### config.mk
export PLATFORM = sky130hd
export DESIGN_NAME = sleep_watchdog_power_manager
export DESIGN_NICKNAME = d
export VERILOG_FILES = /design/src/rtl/power_mgr_pkg.sv /design/src/rtl/tick_if.sv /design/src/rtl/rc_timebase.sv /design/src/rtl/sleep_watchdog_power_manager.sv
export SDC_FILE = /design/constraint.sdc
export NUM_CORES = 1
export LEC_CHECK = 0
export ABC_AREA = 1
export ABC_CLOCK_PERIOD_IN_PS = 6710
export BUFFER_PORTS_ARGS = -buffer_cell sky130_fd_sc_hd__buf_2
export CAP_MARGIN = 30
export CORE_ASPECT_RATIO = 2
export CORE_MARGIN = 1.5
export CORE_UTILIZATION = 52
export CTS_BUF_LIST = sky130_fd_sc_hd__clkbuf_8
export DETAILED_ROUTE_END_ITERATION = 12
export GPL_TIMING_DRIVEN = 0
export PLACE_DENSITY = 0.79
export SETUP_SLACK_MARGIN = 0.2
export SLEW_MARGIN = 10
export SYNTH_ARGS = -nofsm -noshare
export SYNTH_HDL_FRONTEND = slang
export SYNTH_SLANG_ARGS = --single-unit
### constraint.sdc
create_clock -name clk_i -period 6.71 [get_ports clk_i]
set_input_delay 0.671 -clock clk_i [delete_from_list [all_inputs] [get_ports clk_i]]
set_output_delay 0.671 -clock clk_i [all_outputs]
set_load 0.005 [all_outputs]
### src/rtl/power_mgr_pkg.sv
// Purpose: shared constants for the always-powered management block
// Assumes: one 250 MHz clock; rc oscillator edges arrive as a synchronous level
// Notes:   no software-reachable registers; controls are plain ports
package power_mgr_pkg;
	localparam int          SLEEP_W       = 16;          // Sleep counter width
	localparam int          DIV_W         = 8;           // Calibration divider width
	localparam logic [7:0]  DIV_RESET     = 8'h0a;       // 10 kHz / 10 = 1 kHz
	localparam int          PRESC_W       = 4;           // Prescaler exponent width
	localparam logic [3:0]  PRESC_RESET   = 4'h0;        // 2^0: one tick per ms
	localparam int          WDOG_W        = 15;          // Watchdog counter width
	localparam logic [14:0] WDOG_TIMEOUT  = 15'h4e20;    // 20000 RC edges, about 2 s
	localparam int          REG_SETTLE_W  = 8;           // Regulator settle counter width
	localparam logic [7:0]  REG_SETTLE    = 8'h20;       // Clocks before core released

	// One-hot power modes
	typedef enum logic [4:0] {
		MODE_ACTIVE = 5'b00001,
		MODE_IDLE   = 5'b00010,
		MODE_DEEP   = 5'b00100,
		MODE_DOWN   = 5'b01000,
		MODE_WAKE   = 5'b10000
	} power_mode_e;

	// Mode requests from firmware
	typedef enum logic [1:0] {
		REQ_ACTIVE = 2'h0,
		REQ_IDLE   = 2'h1,
		REQ_DEEP   = 2'h2,
		REQ_DOWN   = 2'h3
	} mode_req_e;
endpackage

### src/rtl/tick_if.sv
// Purpose: carries the millisecond tick from the timebase to the manager
// Assumes: single clock domain
// Notes:   pulses are one clock wide
`timescale 1ns/100ps
`default_nettype none
interface tick_if;
	logic rc_edge;   // One pulse per raw RC period
	logic ms_tick;   // One pulse per prescaled millisecond
	modport source (output rc_edge, output ms_tick);
	modport sink   (input rc_edge, input ms_tick);
endinterface
`default_nettype wire

### src/rtl/rc_timebase.sv
// Purpose: turns the raw RC clock into calibrated and prescaled ticks
// Assumes: rc_clk_i is a synchronous level sampled at 250 MHz
// Notes:   divider value 0 is treated as 1 to avoid a stuck tick
`timescale 1ns/100ps
`default_nettype none
module rc_timebase
	import power_mgr_pkg::*;
(
	input  wire logic               clk_i,
	input  wire logic               reset_n_i,
	input  wire logic               rc_clk_i,
	input  wire logic [DIV_W-1:0]   div_ratio_i,
	input  wire logic [PRESC_W-1:0] presc_exp_i,
	tick_if.source                  ticks
);
	logic                rc_q;        // Last RC level
	logic [DIV_W-1:0]    div_cnt;     // Calibration divider
	logic [15:0]         presc_cnt;   // Power-of-two prescaler
	logic                rc_edge;
	logic                cal_tick;
	logic [DIV_W-1:0]    next_div_cnt;
	logic [15:0]         next_presc_cnt;
	logic                ms_tick;

	////////////////////////////////////////////////////////////////////////
	// Next-state: edge, divider, prescaler
	always_comb begin
		rc_edge        = rc_clk_i & ~rc_q;
		cal_tick       = 1'b0;
		ms_tick        = 1'b0;
		next_div_cnt   = div_cnt;
		next_presc_cnt = presc_cnt;
		if (rc_edge) begin
			// Software-set ratio calibrates to 1 kHz
			if (div_cnt + 8'h01 >= div_ratio_i) begin
				next_div_cnt = '0;
				cal_tick     = 1'b1;
			end else begin
				next_div_cnt = div_cnt + 8'h01;
			end
		end
		if (cal_tick) begin
			// Prescale by 2^N so each output tick is 2^N ms
			if (presc_cnt + 16'h0001 >= (16'h0001 << presc_exp_i)) begin
				next_presc_cnt = '0;
				ms_tick        = 1'b1;
			end else begin
				next_presc_cnt = presc_cnt + 16'h0001;
			end
		end
	end

	// Registers only
	always_ff @(posedge clk_i) begin
		if (!reset_n_i) begin
			rc_q      <= 1'b0;
			div_cnt   <= '0;
			presc_cnt <= '0;
		end else begin
			rc_q      <= rc_clk_i;
			div_cnt   <= next_div_cnt;
			presc_cnt <= next_presc_cnt;
		end
	end

	assign ticks.rc_edge = rc_edge;
	assign ticks.ms_tick = ms_tick;
endmodule
`default_nettype wire

### src/rtl/sleep_watchdog_power_manager.sv
// Purpose: always-powered sleep timer, watchdog and power-mode controller
// Assumes: firmware strobes are one-cycle pulses on clk_i
// Notes:   the watchdog reset is an internal net; no host port reaches it
`timescale 1ns/100ps
`default_nettype none
module sleep_watchdog_power_manager
	import power_mgr_pkg::*;
#(
	parameter int SETTLE = 32                                // Regulator settle clocks
)(
	input  wire logic                              clk_i,
	input  wire logic                              reset_n_i,
	input  wire logic                              rc_clk_i,          // Raw 10 kHz RC level
	input  wire logic [power_mgr_pkg::DIV_W-1:0]   div_ratio_i,       // Firmware calibration
	input  wire logic [power_mgr_pkg::PRESC_W-1:0] presc_exp_i,       // Firmware 2^N exponent
	input  wire logic [power_mgr_pkg::SLEEP_W-1:0] compare_value_i,   // Firmware compare
	input  wire logic                              compare_enable_i,  // Firmware compare enable
	input  wire logic                              compare_clear_i,   // Firmware flag clear
	input  wire logic                              wdog_restart_i,    // Firmware only
	input  wire logic                              wdog_enable_i,     // Firmware only
	input  wire logic                              mode_req_valid_i,  // Firmware mode strobe
	input  wire logic [1:0]                        mode_req_i,        // Requested mode
	input  wire logic                              interrupt_i,       // Any interrupt
	input  wire logic                              ext_wake_i,        // External wake level
	input  wire logic [7:0]                        core_outputs_i,    // Live pin levels
	output logic      [power_mgr_pkg::SLEEP_W-1:0] sleep_count_o,
	output logic                                   compare_flag_o,
	output logic                                   cpu_halt_o,
	output logic                                   core_power_on_o,
	output logic                                   regulator_enable_o,
	output logic                                   regulator_output_o,
	output logic                                   pins_frozen_o,
	output logic      [7:0]                        pad_outputs_o,
	output logic      [4:0]                        power_mode_o,
	output logic                                   chip_reset_n_o     // Internal reset net
);
	import power_mgr_pkg::*;

	tick_if ticks ();                                        // Timebase to manager

	// Timebase
	rc_timebase u_timebase (
		.clk_i       (clk_i),
		.reset_n_i   (reset_n_i),
		.rc_clk_i    (rc_clk_i),
		.div_ratio_i (div_ratio_i),
		.presc_exp_i (presc_exp_i),
		.ticks       (ticks.source)
	);

	////////////////////////////////////////////////////////////////////////
	// Sleep timer state
	logic [SLEEP_W-1:0] sleep_count;                         // Always-powered counter
	logic               compare_flag;                        // Sticky match flag
	logic               match_pulse;                         // One-cycle match
	logic [SLEEP_W-1:0] next_sleep_count;
	logic               next_compare_flag;
	logic               next_match_pulse;

	// Counter, wrap, compare
	always_comb begin
		next_sleep_count  = sleep_count;
		next_match_pulse  = 1'b0;
		next_compare_flag = compare_flag;
		if (ticks.ms_tick) begin
			// Natural wrap 0xffff to 0 keeps counting
			next_sleep_count = sleep_count + 16'h0001;
			next_match_pulse = compare_enable_i && (next_sleep_count == compare_value_i);
		end
		// Set wins over a same-cycle clear
		if (compare_clear_i) begin
			next_compare_flag = 1'b0;
		end
		if (next_match_pulse) begin
			next_compare_flag = 1'b1;
		end
	end

	// Registers only; the sleep timer never sees the chip reset
	always_ff @(posedge clk_i) begin
		if (!reset_n_i) begin
			sleep_count  <= '0;
			compare_flag <= 1'b0;
			match_pulse  <= 1'b0;
		end else begin
			sleep_count  <= next_sleep_count;
			compare_flag <= next_compare_flag;
			match_pulse  <= next_match_pulse;
		end
	end

	////////////////////////////////////////////////////////////////////////
	// Watchdog state
	logic [WDOG_W-1:0] wdog_count;                           // RC-edge counter
	logic              wdog_reset_n;                         // Internal reset, low one clock
	logic [WDOG_W-1:0] next_wdog_count;
	logic              next_wdog_reset_n;

	// Counts RC edges; host has no input here at all
	always_comb begin
		next_wdog_count   = wdog_count;
		next_wdog_reset_n = 1'b1;
		if (!wdog_enable_i || wdog_restart_i) begin
			next_wdog_count = '0;
		end else if (ticks.rc_edge) begin
			if (wdog_count + 15'h0001 >= WDOG_TIMEOUT) begin
				next_wdog_count   = '0;
				next_wdog_reset_n = 1'b0;
			end else begin
				next_wdog_count = wdog_count + 15'h0001;
			end
		end
	end

	// Registers only
	always_ff @(posedge clk_i) begin
		if (!reset_n_i) begin
			wdog_count   <= '0;
			wdog_reset_n <= 1'b1;
		end else begin
			wdog_count   <= next_wdog_count;
			wdog_reset_n <= next_wdog_reset_n;
		end
	end

	////////////////////////////////////////////////////////////////////////
	// Power mode state
	power_mode_e        mode;                                // Current mode
	logic [7:0]         settle_cnt;                          // Regulator settle wait
	logic [7:0]         frozen_pins;                         // Levels held while asleep
	logic               halt;
	logic               core_on;
	logic               reg_en;
	logic               frozen;
	logic [7:0]         pads;
	power_mode_e        next_mode;
	logic [7:0]         next_settle_cnt;
	logic [7:0]         next_frozen_pins;
	logic               next_halt;
	logic               next_core_on;
	logic               next_reg_en;
	logic               next_frozen;
	logic [7:0]         next_pads;

	// Mode transitions and derived controls
	always_comb begin
		next_mode        = mode;
		next_settle_cnt  = settle_cnt;
		next_frozen_pins = frozen_pins;
		unique case (mode)
			MODE_ACTIVE: begin
				if (mode_req_valid_i) begin
					unique case (mode_req_e'(mode_req_i))
						REQ_IDLE: begin
							next_mode = MODE_IDLE;
						end
						REQ_DEEP: begin
							next_mode        = MODE_DEEP;
							next_frozen_pins = core_outputs_i;
						end
						REQ_DOWN: begin
							next_mode        = MODE_DOWN;
							next_frozen_pins = core_outputs_i;
						end
						REQ_ACTIVE: begin
							next_mode = MODE_ACTIVE;
						end
					endcase
				end
			end
			MODE_IDLE: begin
				// Any interrupt resumes execution
				if (interrupt_i) begin
					next_mode = MODE_ACTIVE;
				end
			end
			MODE_DEEP: begin
				// Timer match or external signal
				if (ext_wake_i || match_pulse) begin
					next_mode       = MODE_WAKE;
					next_settle_cnt = REG_SETTLE_W'(SETTLE);   // Per-instance settle span
				end
			end
			MODE_DOWN: begin
				// External signal only
				if (ext_wake_i) begin
					next_mode       = MODE_WAKE;
					next_settle_cnt = REG_SETTLE_W'(SETTLE);   // Per-instance settle span
				end
			end
			MODE_WAKE: begin
				// Regulator on first, core waits for settle
				if (settle_cnt == 8'h00) begin
					next_mode = MODE_ACTIVE;
				end else begin
					next_settle_cnt = settle_cnt - 8'h01;
				end
			end
			default: begin
				next_mode = MODE_ACTIVE;
			end
		endcase
		next_halt    = (next_mode != MODE_ACTIVE);
		next_reg_en  = (next_mode == MODE_ACTIVE) || (next_mode == MODE_IDLE)
			|| (next_mode == MODE_WAKE);
		next_core_on = (next_mode == MODE_ACTIVE) || (next_mode == MODE_IDLE);
		next_frozen  = !next_core_on;
		next_pads    = next_frozen ? next_frozen_pins : core_outputs_i;
	end

	// Registers only
	always_ff @(posedge clk_i) begin
		if (!reset_n_i) begin
			mode        <= MODE_ACTIVE;
			settle_cnt  <= '0;
			frozen_pins <= '0;
			halt        <= 1'b0;
			core_on     <= 1'b1;
			reg_en      <= 1'b1;
			frozen      <= 1'b0;
			pads        <= '0;
		end else begin
			mode        <= next_mode;
			settle_cnt  <= next_settle_cnt;
			frozen_pins <= next_frozen_pins;
			halt        <= next_halt;
			core_on     <= next_core_on;
			reg_en      <= next_reg_en;
			frozen      <= next_frozen;
			pads        <= next_pads;
		end
	end

	////////////////////////////////////////////////////////////////////////
	// Outputs, all from flip-flops
	assign sleep_count_o      = sleep_count;
	assign compare_flag_o     = compare_flag;
	assign cpu_halt_o         = halt;
	assign core_power_on_o    = core_on;
	assign regulator_enable_o = reg_en;
	assign regulator_output_o = reg_en;
	assign pins_frozen_o      = frozen;
	assign pad_outputs_o      = pads;
	assign power_mode_o       = mode;
	assign chip_reset_n_o     = wdog_reset_n;
endmodule
`default_nettype wire

Word-level counts from Yosys, hierarchy flattened --
Index checks and enable logic that the tools add are counted.
Storage, ports and cells: register bits after elaboration 92, input port bits 48, output and inout port bits 36, logic and storage cells 86
Cells by class: add/subtract/negate cells 5, order comparisons 3, equality and inequality tests 16, shift operators 1, multiplexer cells 26, bitwise logic cells 4, reductions and logical operators 15
Operators with widths (number):
- two-way mux 8 bit | 8
- adder 16 x 1 -> 16 bit (second input constant) | 2
- two-way mux 5 bit | 5
- case mux 5 bit (5 select lines) | 1
- case mux 8 bit (3 select lines) | 1
- case mux 5 bit (4 select lines) | 1
- equality test 16 bit | 1
- >= comparator 16 bit | 1
- two-way mux 16 bit | 1
- left shift 1 x 4 -> 16 bit (first input constant) | 1
- adder 15 x 1 -> 15 bit (second input constant) | 1
- >= comparator 15 bit (second input constant) | 1
- two-way mux 15 bit | 1
- equality test 5 x 1 -> 1 bit (second input constant) | 2
- equality test 5 x 2 -> 1 bit (second input constant) | 2
- equality test 5 bit (second input constant) | 2
- adder 8 x 1 -> 8 bit (second input constant) | 1
- >= comparator 8 bit | 1
- logical NOT 8 bit | 1
- two-way mux 1 bit | 8
- subtractor 8 x 1 -> 8 bit (second input constant) | 1
- != test 2 bit (second input constant) | 3
- equality test 5 x 3 -> 1 bit (second input constant) | 1
- equality test 5 x 4 -> 1 bit (second input constant) | 1
- other kinds (14) | 22

Longest topological paths before layout --
Gate-level depths: netlist (run 1).
depth after elaboration 7, depth in mapped cells 20, mapped depth without buffers 19

Cells and area by module --
From an unflattened synthesis (run 1), not the netlist that was laid out.
Unflattened totals: cell total of the unflattened synthesis 946, area total of the unflattened synthesis 6127.1 µm²
By module, submodules not included:
- sleep_watchdog_power_manager | instances 1, cells each 607, area an instance 3890.0 µm², sequential area each 1341.3 µm²
- rc_timebase | instances 1, cells each 339, area an instance 2237.1 µm², sequential area each 500.5 µm²

Worst setup path before layout (run 1) --
OpenSTA, ideal clock, no wires.
path kind reg-to-reg, start register u_timebase.presc_cnt[0], end register u_timebase.presc_cnt[10], setup time 133 ps, arrival time 2642 ps, required time 6577 ps, slack 3935 ps, stages on the path, launching flop included 19, path buffers 1, period minus slack after synthesis 2775 ps, cell sequence dfxtp_1 > ha_1 > nand2_1 > nor2_2 > nand4_1 > or2_1 > nor2_2 > nand2_1 > xor2_1 > inv_1 > ha_1 > nand2_1 > nor3_1 > nand3_1 > nand3_1 > nand2_1 > nand2_1 > buf_2 > a211oi_1
Between the ends: cells in the longest elaborated chain, start to end 3
Ends and longest elaborated chain:
- start: declaration | line rc_timebase.sv:18 | logic [15:0] presc_cnt;
- start signal: assignment | line rc_timebase.sv:62 | presc_cnt <= next_presc_cnt;
- adder 16 x 1 -> 16 bit * | line rc_timebase.sv:44, rc_timebase.sv:48
- >= comparator 16 bit | line rc_timebase.sv:44 | if (presc_cnt + 16'h0001 >= (16'h0001 << presc_exp_i)) begin
- two-way mux 16 bit * | line rc_timebase.sv:44
Mark *: on every way between the ends. The rest lies on a longest branch, timed or not. A chain may end at the register's enable or synchronous reset.

Worst setup path in the final report (run 1) --
start register u_timebase.presc_cnt[0], end register match_pulse
Between the ends: cells in the longest elaborated chain, start to end 5
Ends and longest elaborated chain:
- adder 16 x 1 -> 16 bit | line rc_timebase.sv:44
- >= comparator 16 bit | line rc_timebase.sv:44
- two-way mux 1 bit | line rc_timebase.sv:44
- two-way mux 1 bit | line rc_timebase.sv:42 | if (cal_tick) begin
- two-way mux 1 bit | line sleep_watchdog_power_manager.sv:65 | if (ticks.ms_tick) begin
- end signal: assignment | line sleep_watchdog_power_manager.sv:88 | match_pulse <= next_match_pulse;
- end: declaration | line sleep_watchdog_power_manager.sv:55 | logic match_pulse;
Every way passes these cells.

==> qor.csv, run 1 <==
stage,metric,value,unit
worst_setup_path,WP depth,19,
worst_setup_path,crit path from,u_timebase.presc_cnt[0],
worst_setup_path,CP Data Required Time,7.03,ns
grt,antenna violations before repair,0,
timing,crit share post-route,0.530,
placed_design,DP Area,6190,µm²
synth,Gate Count Post-Synth,808,
timing,PnR worst setup slack,3.15,ns
detailed_routing,Detailed Routing Iterations Pass 1,5,
synth,Syn Area/Cell,6.97,µm²
cts,setup repair bufs after CTS,0,
die,Die Wd,76.6,µm
worst_setup_path,"reg-to-reg slack, setup",3.15,ns
die,Die Area,11500,µm²
worst_setup_path,CP Buf/Inv Count,4,
layout,"commonest cells after routing, fill and taps aside","nand2_1, inv_1, dfxtp_1",
synth,Mapped Area,5630,µm²
grt,vias in the first global route,5212,
grt,global-route wire length before repair,21.9,mm
die,row count,53,
placed_design,routability cong.,0.843,
timing,max-slew violation count,0,
worst_setup_path,worst flop-to-flop path startpoint,u_timebase.presc_cnt[0],
synth,Synth Warn #,0,
power_and_ir_drop,Net Sw Frac,0.278,
power_and_ir_drop,Comb pwr share,0.116,
cts,CTS Buf Count,9,
power_and_ir_drop,P_leak,3.08,nW
synth,main flop type after synthesis,dfxtp_1,
worst_setup_path,crit-path max FO,10,
run_status,status,finished clean,
placed_design,post-place setup slack,3.23,ns
synth,register bit count reported by yosys,92,
worst_setup_path,Worst EP arrival,3.88,ns
die,chip height,150,µm
detailed_routing,DR vias,5395,
layout,ratio of cells with drive above 1 in the final layout,0.161,
cts,Post-CTS Hold Buffers,0,
layout,Seq. cell area,1840,µm²
cts,clock latency on the worst-skew pair,0.38,ns
power_and_ir_drop,VDD IR max,0.104,mV
power_and_ir_drop,sequential power share,0.519,
grt,total track usage,0.233,
worst_setup_path,cell chain of the critical path,"ha_1, nand2_1, nor2_2, nand4_1, or2_1, nor2_2, nand2_1, xor2_1, inv_1, ha_1, nand2_1, nor3_1, nand3_1, nand3_1, nand2_1, inv_1, buf_2, nand4_1, inv_1",
worst_setup_path,Top Family by Delay on Critical Path,simple AND/OR/NAND/NOR gates,
synth,leading area contributor after synthesis,dfxtp_1,
cts,Root Buffer,clkbuf_8,
cts,PostCTS Resize Cnt,0,
die,Ports,84,
synth,Yosys top cell area share,0.327,
synth,register area share after synthesis,0.327,
placed_design,post-DP HPWL,10.1,mm
placed_design,port bufs,78,
worst_setup_path,CP startpoint kind,register,
timing,setup tns final,0,ns
worst_setup_path,Most Frequent Cell on Critical Path,nand2_1,
detailed_routing,Antenna Nets Post-Route,0,
detailed_routing,1st-iter DRT viols,213,
grt,total grt overflow,0,
cts,"Reg clk slew, reported paths",0.10,ns
timing,endpoints failing hold,0,
layout,Total Nets Final,974,
layout,area occupied by multi-input gates,3280,µm²
timing,RSZ-0062 raised after global routing,false,
die,Starting Density,0.534,
layout,"commonest non-fill, non-tap cell in the layout",nand2_1,
detailed_routing,Routed WL,12.9,mm
layout,final instance area,6400,µm²
detailed_routing,DR WL/cell,12.4,µm
cts,H-tree level count,3,
power_and_ir_drop,cell area power density,172,nW/µm²
power_and_ir_drop,Clk pwr share,0.365,
power_and_ir_drop,P_int,0.797,mW
timing,worst slew pin tran,0.532,ns
worst_setup_path,Register-to-Register Path Depth,19,
synth,Netlist cell types,45,
power_and_ir_drop,Net Switching,0.306,mW
detailed_routing,vias per inst,5.19,
synth,Mapped Nets,885,
cts,Max Buffers Root-to-Sink,2,
timing,Tmin final,3.56,ns
timing,Slew HR,0.642,
layout,P&R area growth vs syn,13.8,%
cts,CTS tree,built,
worst_setup_path,crit path to,match_pulse,
synth,asr flop ratio synth,0,
synth,Post-synth EDFFs,0,
worst_setup_path,worst stage delay on the critical path,0.41,ns
worst_setup_path,worst r2r dst,match_pulse,
timing,Setup Viol. Count Final,0,
cts,clk sinks,92,
die,CORE AREA,10500,µm²
worst_setup_path,slowest CP cell,dfxtp_1,
synth,Area contributors post-synth,"dfxtp_1, nand2_1, inv_1",
job,max-cap violation count,0,
timing,Max Fclk,0.281,GHz
grt,largest net degree at the start of global routing,19,
timing,Worst Skew,0.0189,ns
layout,# diodes,0,
min_path,Worst Hold Class,register to register,
worst_setup_path,CP Class,register to register,
worst_setup_path,Setup crit end kind,register,
detailed_routing,drt drc,0,
layout,fillcell total,1009,
## worst register-to-register path, cell delays in order, from the launching register on
cell     delay [ns]
dfxtp_1        0.41
ha_1           0.21
nand2_1        0.09
nor2_2         0.15
nand4_1        0.14
or2_1          0.28
nor2_2         0.12
nand2_1        0.07
xor2_1         0.18
inv_1          0.08
ha_1           0.27
nand2_1        0.07
nor3_1         0.38
nand3_1        0.13
nand3_1        0.11
nand2_1        0.10
inv_1          0.16
buf_2          0.26
nand4_1        0.18
inv_1          0.11
## synth_stat cells (2+ instances only)
| master | n |
|---|---|
| a211oi_1 | 9 |
| a21oi_1 | 52 |
| and3_1 | 2 |
| buf_2 | 8 |
| buf_4 | 2 |
| clkbuf_1 | 12 |
| dfxtp_1 | 92 |
| ha_1 | 29 |
| inv_1 | 101 |
| inv_2 | 7 |
| mux2i_1 | 8 |
| nand2_1 | 176 |
| nand2_2 | 5 |
| nand2_4 | 3 |
| nand3_1 | 51 |
| nand3b_1 | 8 |
| nand4_1 | 29 |
| nand4_2 | 3 |
| nor2_1 | 84 |
| nor2_2 | 10 |
| nor2_4 | 5 |
| nor3_1 | 12 |
| nor4_1 | 3 |
| o21a_1 | 2 |
| o21ai_0 | 40 |
| o21ai_1 | 2 |
| o21bai_1 | 4 |
| o22ai_1 | 2 |
| or2_2 | 2 |
| xnor2_1 | 4 |
| xor2_1 | 27 |
## flip-flops by register name, indices dropped and copies added, names as in the netlist, 5 cells and up
name / cells
frozen_pins: 8
u_timebase.div_cnt: 8
settle_cnt: 8
power_mode_o: 5
sleep_count_o: 16
pad_outputs_o: 8
wdog_count: 15
u_timebase.presc_cnt: 16
## kinds of logic (layout without fill, tap and decap cells)
logic type | after synthesis | after routing | synth area share
and+or+nand+nor | 397 | 397 | 0.327
muxes | 8 | 8 | 0.0142
buffers and inverters | 131 | 225 | 0.0905
DFF | 92 | 92 | 0.327
adders and majority gates | 29 | 29 | 0.0645
xor gates and xnor gates | 35 | 35 | 0.0623
AOI/OAI and AO/OA | 116 | 116 | 0.114
## layer usage
metal | share of wire | GRT usage
met5 | 0 | 0
met3 | 0.030 | 0.0394
met4 | 0.019 | 0.100
met2 | 0.56 | 0.463
met1 | 0.39 | 0.231
## worst min path at each step
stage          slack (ns)            end     startpoint  depth (start not counted)
2_1_floorplan        0.41  settle_cnt[0]  settle_cnt[0]                          1
3_3_place_gp         0.41  settle_cnt[0]  settle_cnt[0]                          1
3_5_place_dp         0.43  settle_cnt[0]  settle_cnt[0]                          1
4_1_cts              0.44  settle_cnt[0]  settle_cnt[0]                          1
5_1_grt              0.46  settle_cnt[0]  settle_cnt[0]                          1
6_report             0.44  settle_cnt[0]  settle_cnt[0]                          1
## through the flow
step	std cells	hold slack (ns)	total power, mW	util
final	1039	0.440	1.10	0.607
after floorplan	808	0.407	0.665	-
after CTS	1039	0.444	1.11	0.607
after global routing	1039	0.465	1.15	0.607
after global placement	1023	0.413	0.712	0.587
after detailed placement	1023	0.425	0.714	0.587
## power groups by stage
stage / Clock (mW) / Combinational (mW) / Sequential, mW
3_3_place_gp: 0 / 0.127 / 0.585
6_report: 0.403 / 0.128 / 0.573
4_1_cts: 0.410 / 0.130 / 0.573
2_1_floorplan: 0 / 0.0792 / 0.586
5_1_grt: 0.433 / 0.147 / 0.574
3_5_place_dp: 0 / 0.129 / 0.586
## final cells by class
cell class,count,area share
Timing Repair Buffer,78,0.0609
Clock inverter,7,0.0143
Buffer,22,0.0156
Multi-Input combinational cell,585,0.512
Sequential cell,92,0.288
Tap cell,137,0.0268
Clock buffer,9,0.0193
Inverter,109,0.0639
Note: power is estimated with default switching activity, not from simulation.
==> run 2: changes to the inputs <==
--- a/config.mk
+++ b/config.mk
@@ -5,8 +5,8 @@
 export SDC_FILE = /design/constraint.sdc
 export NUM_CORES = 1
 export LEC_CHECK = 0
-export ABC_AREA = 1
-export ABC_CLOCK_PERIOD_IN_PS = 6710
+export ABC_AREA = 0
+export ABC_CLOCK_PERIOD_IN_PS = 3190
 export BUFFER_PORTS_ARGS = -buffer_cell sky130_fd_sc_hd__buf_2
 export CAP_MARGIN = 30
 export CORE_ASPECT_RATIO = 2
@@ -15,7 +15,7 @@
 export CTS_BUF_LIST = sky130_fd_sc_hd__clkbuf_8
 export DETAILED_ROUTE_END_ITERATION = 12
 export GPL_TIMING_DRIVEN = 0
-export PLACE_DENSITY = 0.79
+export PLACE_DENSITY = 0.82
 export SETUP_SLACK_MARGIN = 0.2
 export SLEW_MARGIN = 10
 export SYNTH_ARGS = -nofsm -noshare
==> constraint.sdc (replaced) <==
create_clock -name clk_i -period 3.19 [get_ports clk_i]
set_input_delay 0.319 -clock clk_i [delete_from_list [all_inputs] [get_ports clk_i]]
set_output_delay 0.319 -clock clk_i [all_outputs]
set_load 0.005 [all_outputs]
==> run 2 against run 1 <==
Sequential power increased by 110%. Fmax is 18% higher. Critical path depth is 6 lower. Via count decreased by 3.9%. Clock power increased by 88%. Sequential share of layout area is 1.5 points lower. Final cell count down 12%. Critical path type unchanged. Largest cell class unchanged.
==> qor.csv, run 2 <==
stage,metric,value,unit
worst_setup_path,CP Data Required Time,3.51,ns
worst_setup_path,cell chain of the critical path,"nand2_1, nor3_4, buf_4, xor2_2, ha_1, o2111a_2, a221oi_4, a21oi_4, o21a_4, nand2b_4, buf_8, clkbuf_16, nor2_1",
power_and_ir_drop,P_leak,2.87,nW
cts,H-tree level count,3,
die,row count,53,
power_and_ir_drop,Net Sw Frac,0.283,
timing,crit share post-route,0.945,
synth,post-synthesis mux area share,0.0340,
power_and_ir_drop,Net Switching,0.648,mW
layout,"commonest non-fill, non-tap cell in the layout",buf_2,
cts,Root Buffer,clkbuf_8,
die,chip height,150,µm
synth,Synth Warn #,0,
power_and_ir_drop,cell area power density,335,nW/µm²
die,Starting Density,0.534,
die,Die Area,11400,µm²
placed_design,Post-Place Cells,881,
detailed_routing,DR vias,5187,
timing,Worst Skew,0.00728,ns
synth,Yosys top cell area share,0.329,
die,Die Wd,76.3,µm
min_path,Worst Hold Class,input port to register,
synth,largest family of logic cells by synthesized area,simple AND/OR/NAND/NOR gates,
worst_setup_path,CP Class,register to register,
synth,Gate Count Post-Synth,661,
detailed_routing,drt drc,0,
synth,register bit count reported by yosys,92,
worst_setup_path,Setup crit end kind,register,
timing,PnR worst setup slack,0.174,ns
power_and_ir_drop,sequential power share,0.525,
cts,clk sinks,92,
placed_design,post-DP HPWL,10.9,mm
synth,asr flop ratio synth,0,
detailed_routing,1st-iter DRT viols,235,
synth,register area share after synthesis,0.329,
layout,area occupied by multi-input gates,3820,µm²
layout,Seq. cell area,1870,µm²
timing,worst slew pin tran,0.719,ns
cts,clock latency on the worst-skew pair,0.38,ns
power_and_ir_drop,Pwr Total,2.29,mW
timing,max-slew violation count,0,
die,Ports,84,
cts,"Reg clk slew, reported paths",0.10,ns
synth,Post-synth EDFFs,0,
worst_setup_path,Worst EP arrival,3.33,ns
grt,total grt overflow,0,
run_status,status,finished clean,
timing,Setup Viol. Count Final,0,
synth,Netlist cell types,59,
synth,main flop type after synthesis,dfxtp_1,
die,CORE AREA,10500,µm²
job,max-cap violation count,0,
worst_setup_path,"reg-to-reg slack, setup",0.17,ns
timing,Max Fclk,0.332,GHz
synth,Synth Area in XOR/XNOR,0.142,
power_and_ir_drop,P_int,1.64,mW
worst_setup_path,CP startpoint kind,register,
worst_setup_path,worst stage delay on the critical path,0.42,ns
placed_design,post-place setup slack,-0.332,ns
synth,Synth Area in Simple Gates,0.269,
layout,fillcell total,881,
power_and_ir_drop,Comb pwr share,0.144,
synth,area share of fa/ha/maj cells after synthesis,0.0667,
timing,Tmin final,3.02,ns
synth,Area contributors post-synth,"dfxtp_1, xnor2_1, xor2_1",
grt,total track usage,0.256,
power_and_ir_drop,Clk pwr share,0.331,
layout,ratio of cells with drive above 1 in the final layout,0.249,
synth,Mapped Nets,738,
placed_design,routability cong.,0.967,
timing,RSZ-0062 raised after global routing,true,
timing,Slew HR,0.518,
layout,Total Nets Final,846,
synth,Synth top cells by count,"dfxtp_1, nor2_1, nand2_1",
synth,Synth Area in Compound Gates,0.121,
detailed_routing,Antenna Nets Post-Route,0,
synth,leading area contributor after synthesis,dfxtp_1,
cts,CTS Buf Count,9,
placed_design,port bufs,83,
grt,largest net degree at the start of global routing,17,
cts,CTS tree,built,
grt,vias in the first global route,5227,
grt,global-route wire length before repair,23.4,mm
layout,P&R area growth vs syn,22.2,%
cts,Max Buffers Root-to-Sink,2,
worst_setup_path,slowest CP cell,dfxtp_2,
worst_setup_path,crit-path max FO,8,
synth,Mapped Area,5590,µm²
layout,"commonest cells after routing, fill and taps aside","buf_2, dfxtp_1, nor2_1",
layout,# diodes,0,
detailed_routing,Routed WL,15.0,mm
synth,top-count cell post-synth,dfxtp_1,
detailed_routing,vias per inst,5.69,
power_and_ir_drop,VDD IR max,0.200,mV
detailed_routing,Detailed Routing Iterations Pass 1,5,
grt,antenna violations before repair,0,
detailed_routing,DR WL/cell,16.4,µm
layout,"non-filler cells, final",911,
synth,Syn Area/Cell,8.46,µm²
timing,endpoints failing hold,0,
run 2: cell families (layout without fill, tap and decap cells):
group                    after synthesis  in the layout
flip-flops                            92             92
buffers and inverters                 52            165
XOR/XNOR                              91             91
AND/OR/NAND/NOR                      287            287
AO/OA/AOI/OAI                         90             90
multiplexers                          19             19
adder cells (fa/ha/maj)               30             30
run 2: repair_timing:
item | 4_1_cts | 5_1_grt
hold buffers | 0 | 0
gates cloned | 0 | 1
gates resized for setup | 46 | 39
setup buffers | 8 | 5
pin swaps | 9 | 11
endpoints found under the setup margin | 40 | 38
run 2: routing by layer:
metal | global-route usage | routed length, µm
met1 | 0.241 | 5210
met2 | 0.506 | 8410
met5 | 0 | 0
met3 | 0.0476 | 639
met4 | 0.145 | 692
run 2: path summary, 6_finish.rpt:
path | depth (start not counted) | start | end
max | 13 | u_timebase.presc_cnt[6] | u_timebase.presc_cnt[10]
min reg2reg | 1 | compare_flag_o | compare_flag_o
max reg2reg | 13 | u_timebase.presc_cnt[6] | u_timebase.presc_cnt[10]
min | 2 | rc_clk_i | u_timebase.rc_q
run 2: layout make-up:
type                       instances  share of cell area
multi-input combinational        517               0.558
clock inverter                     6             0.00695
timing repair buffer              97              0.0787
tap                              137              0.0251
sequential                        92               0.273
buffer                            27              0.0240
clock buffer                      10              0.0201
inverter                          25              0.0141
run 2: per-stage QoR:
stage / area (µm²) / hold slack [ns] / setup TNS (ns) / util
after floorplan: 5620 / 0.439 / 0 / -
after global placement: 6210 / 0.463 / -3.91 / 0.592
after detailed placement: 6210 / 0.469 / -5.97 / 0.592
after CTS: 6640 / 0.166 / 0 / 0.633
after global routing: 6840 / 0.160 / 0 / 0.652
final: 6840 / 0.173 / 0 / 0.652
run 2: power groups by stage:
stage               sequential, mW  clock [mW]  combinational [mW]
floorplan                     1.23           0               0.191
global placement              1.23           0               0.294
detailed placement            1.23           0               0.306
CTS                           1.20       0.774               0.320
global route                  1.21       0.814               0.361
finish                        1.20       0.759               0.330
run 2: worst max-delay path: cells and delay by family (launching register included):
family	cells	cell delay [ns]
buf+inv	3	0.44
compound gates	4	0.98
fa+ha+maj	1	0.25
simple gates	4	0.70
flops	1	0.42
xor+xnor	1	0.15
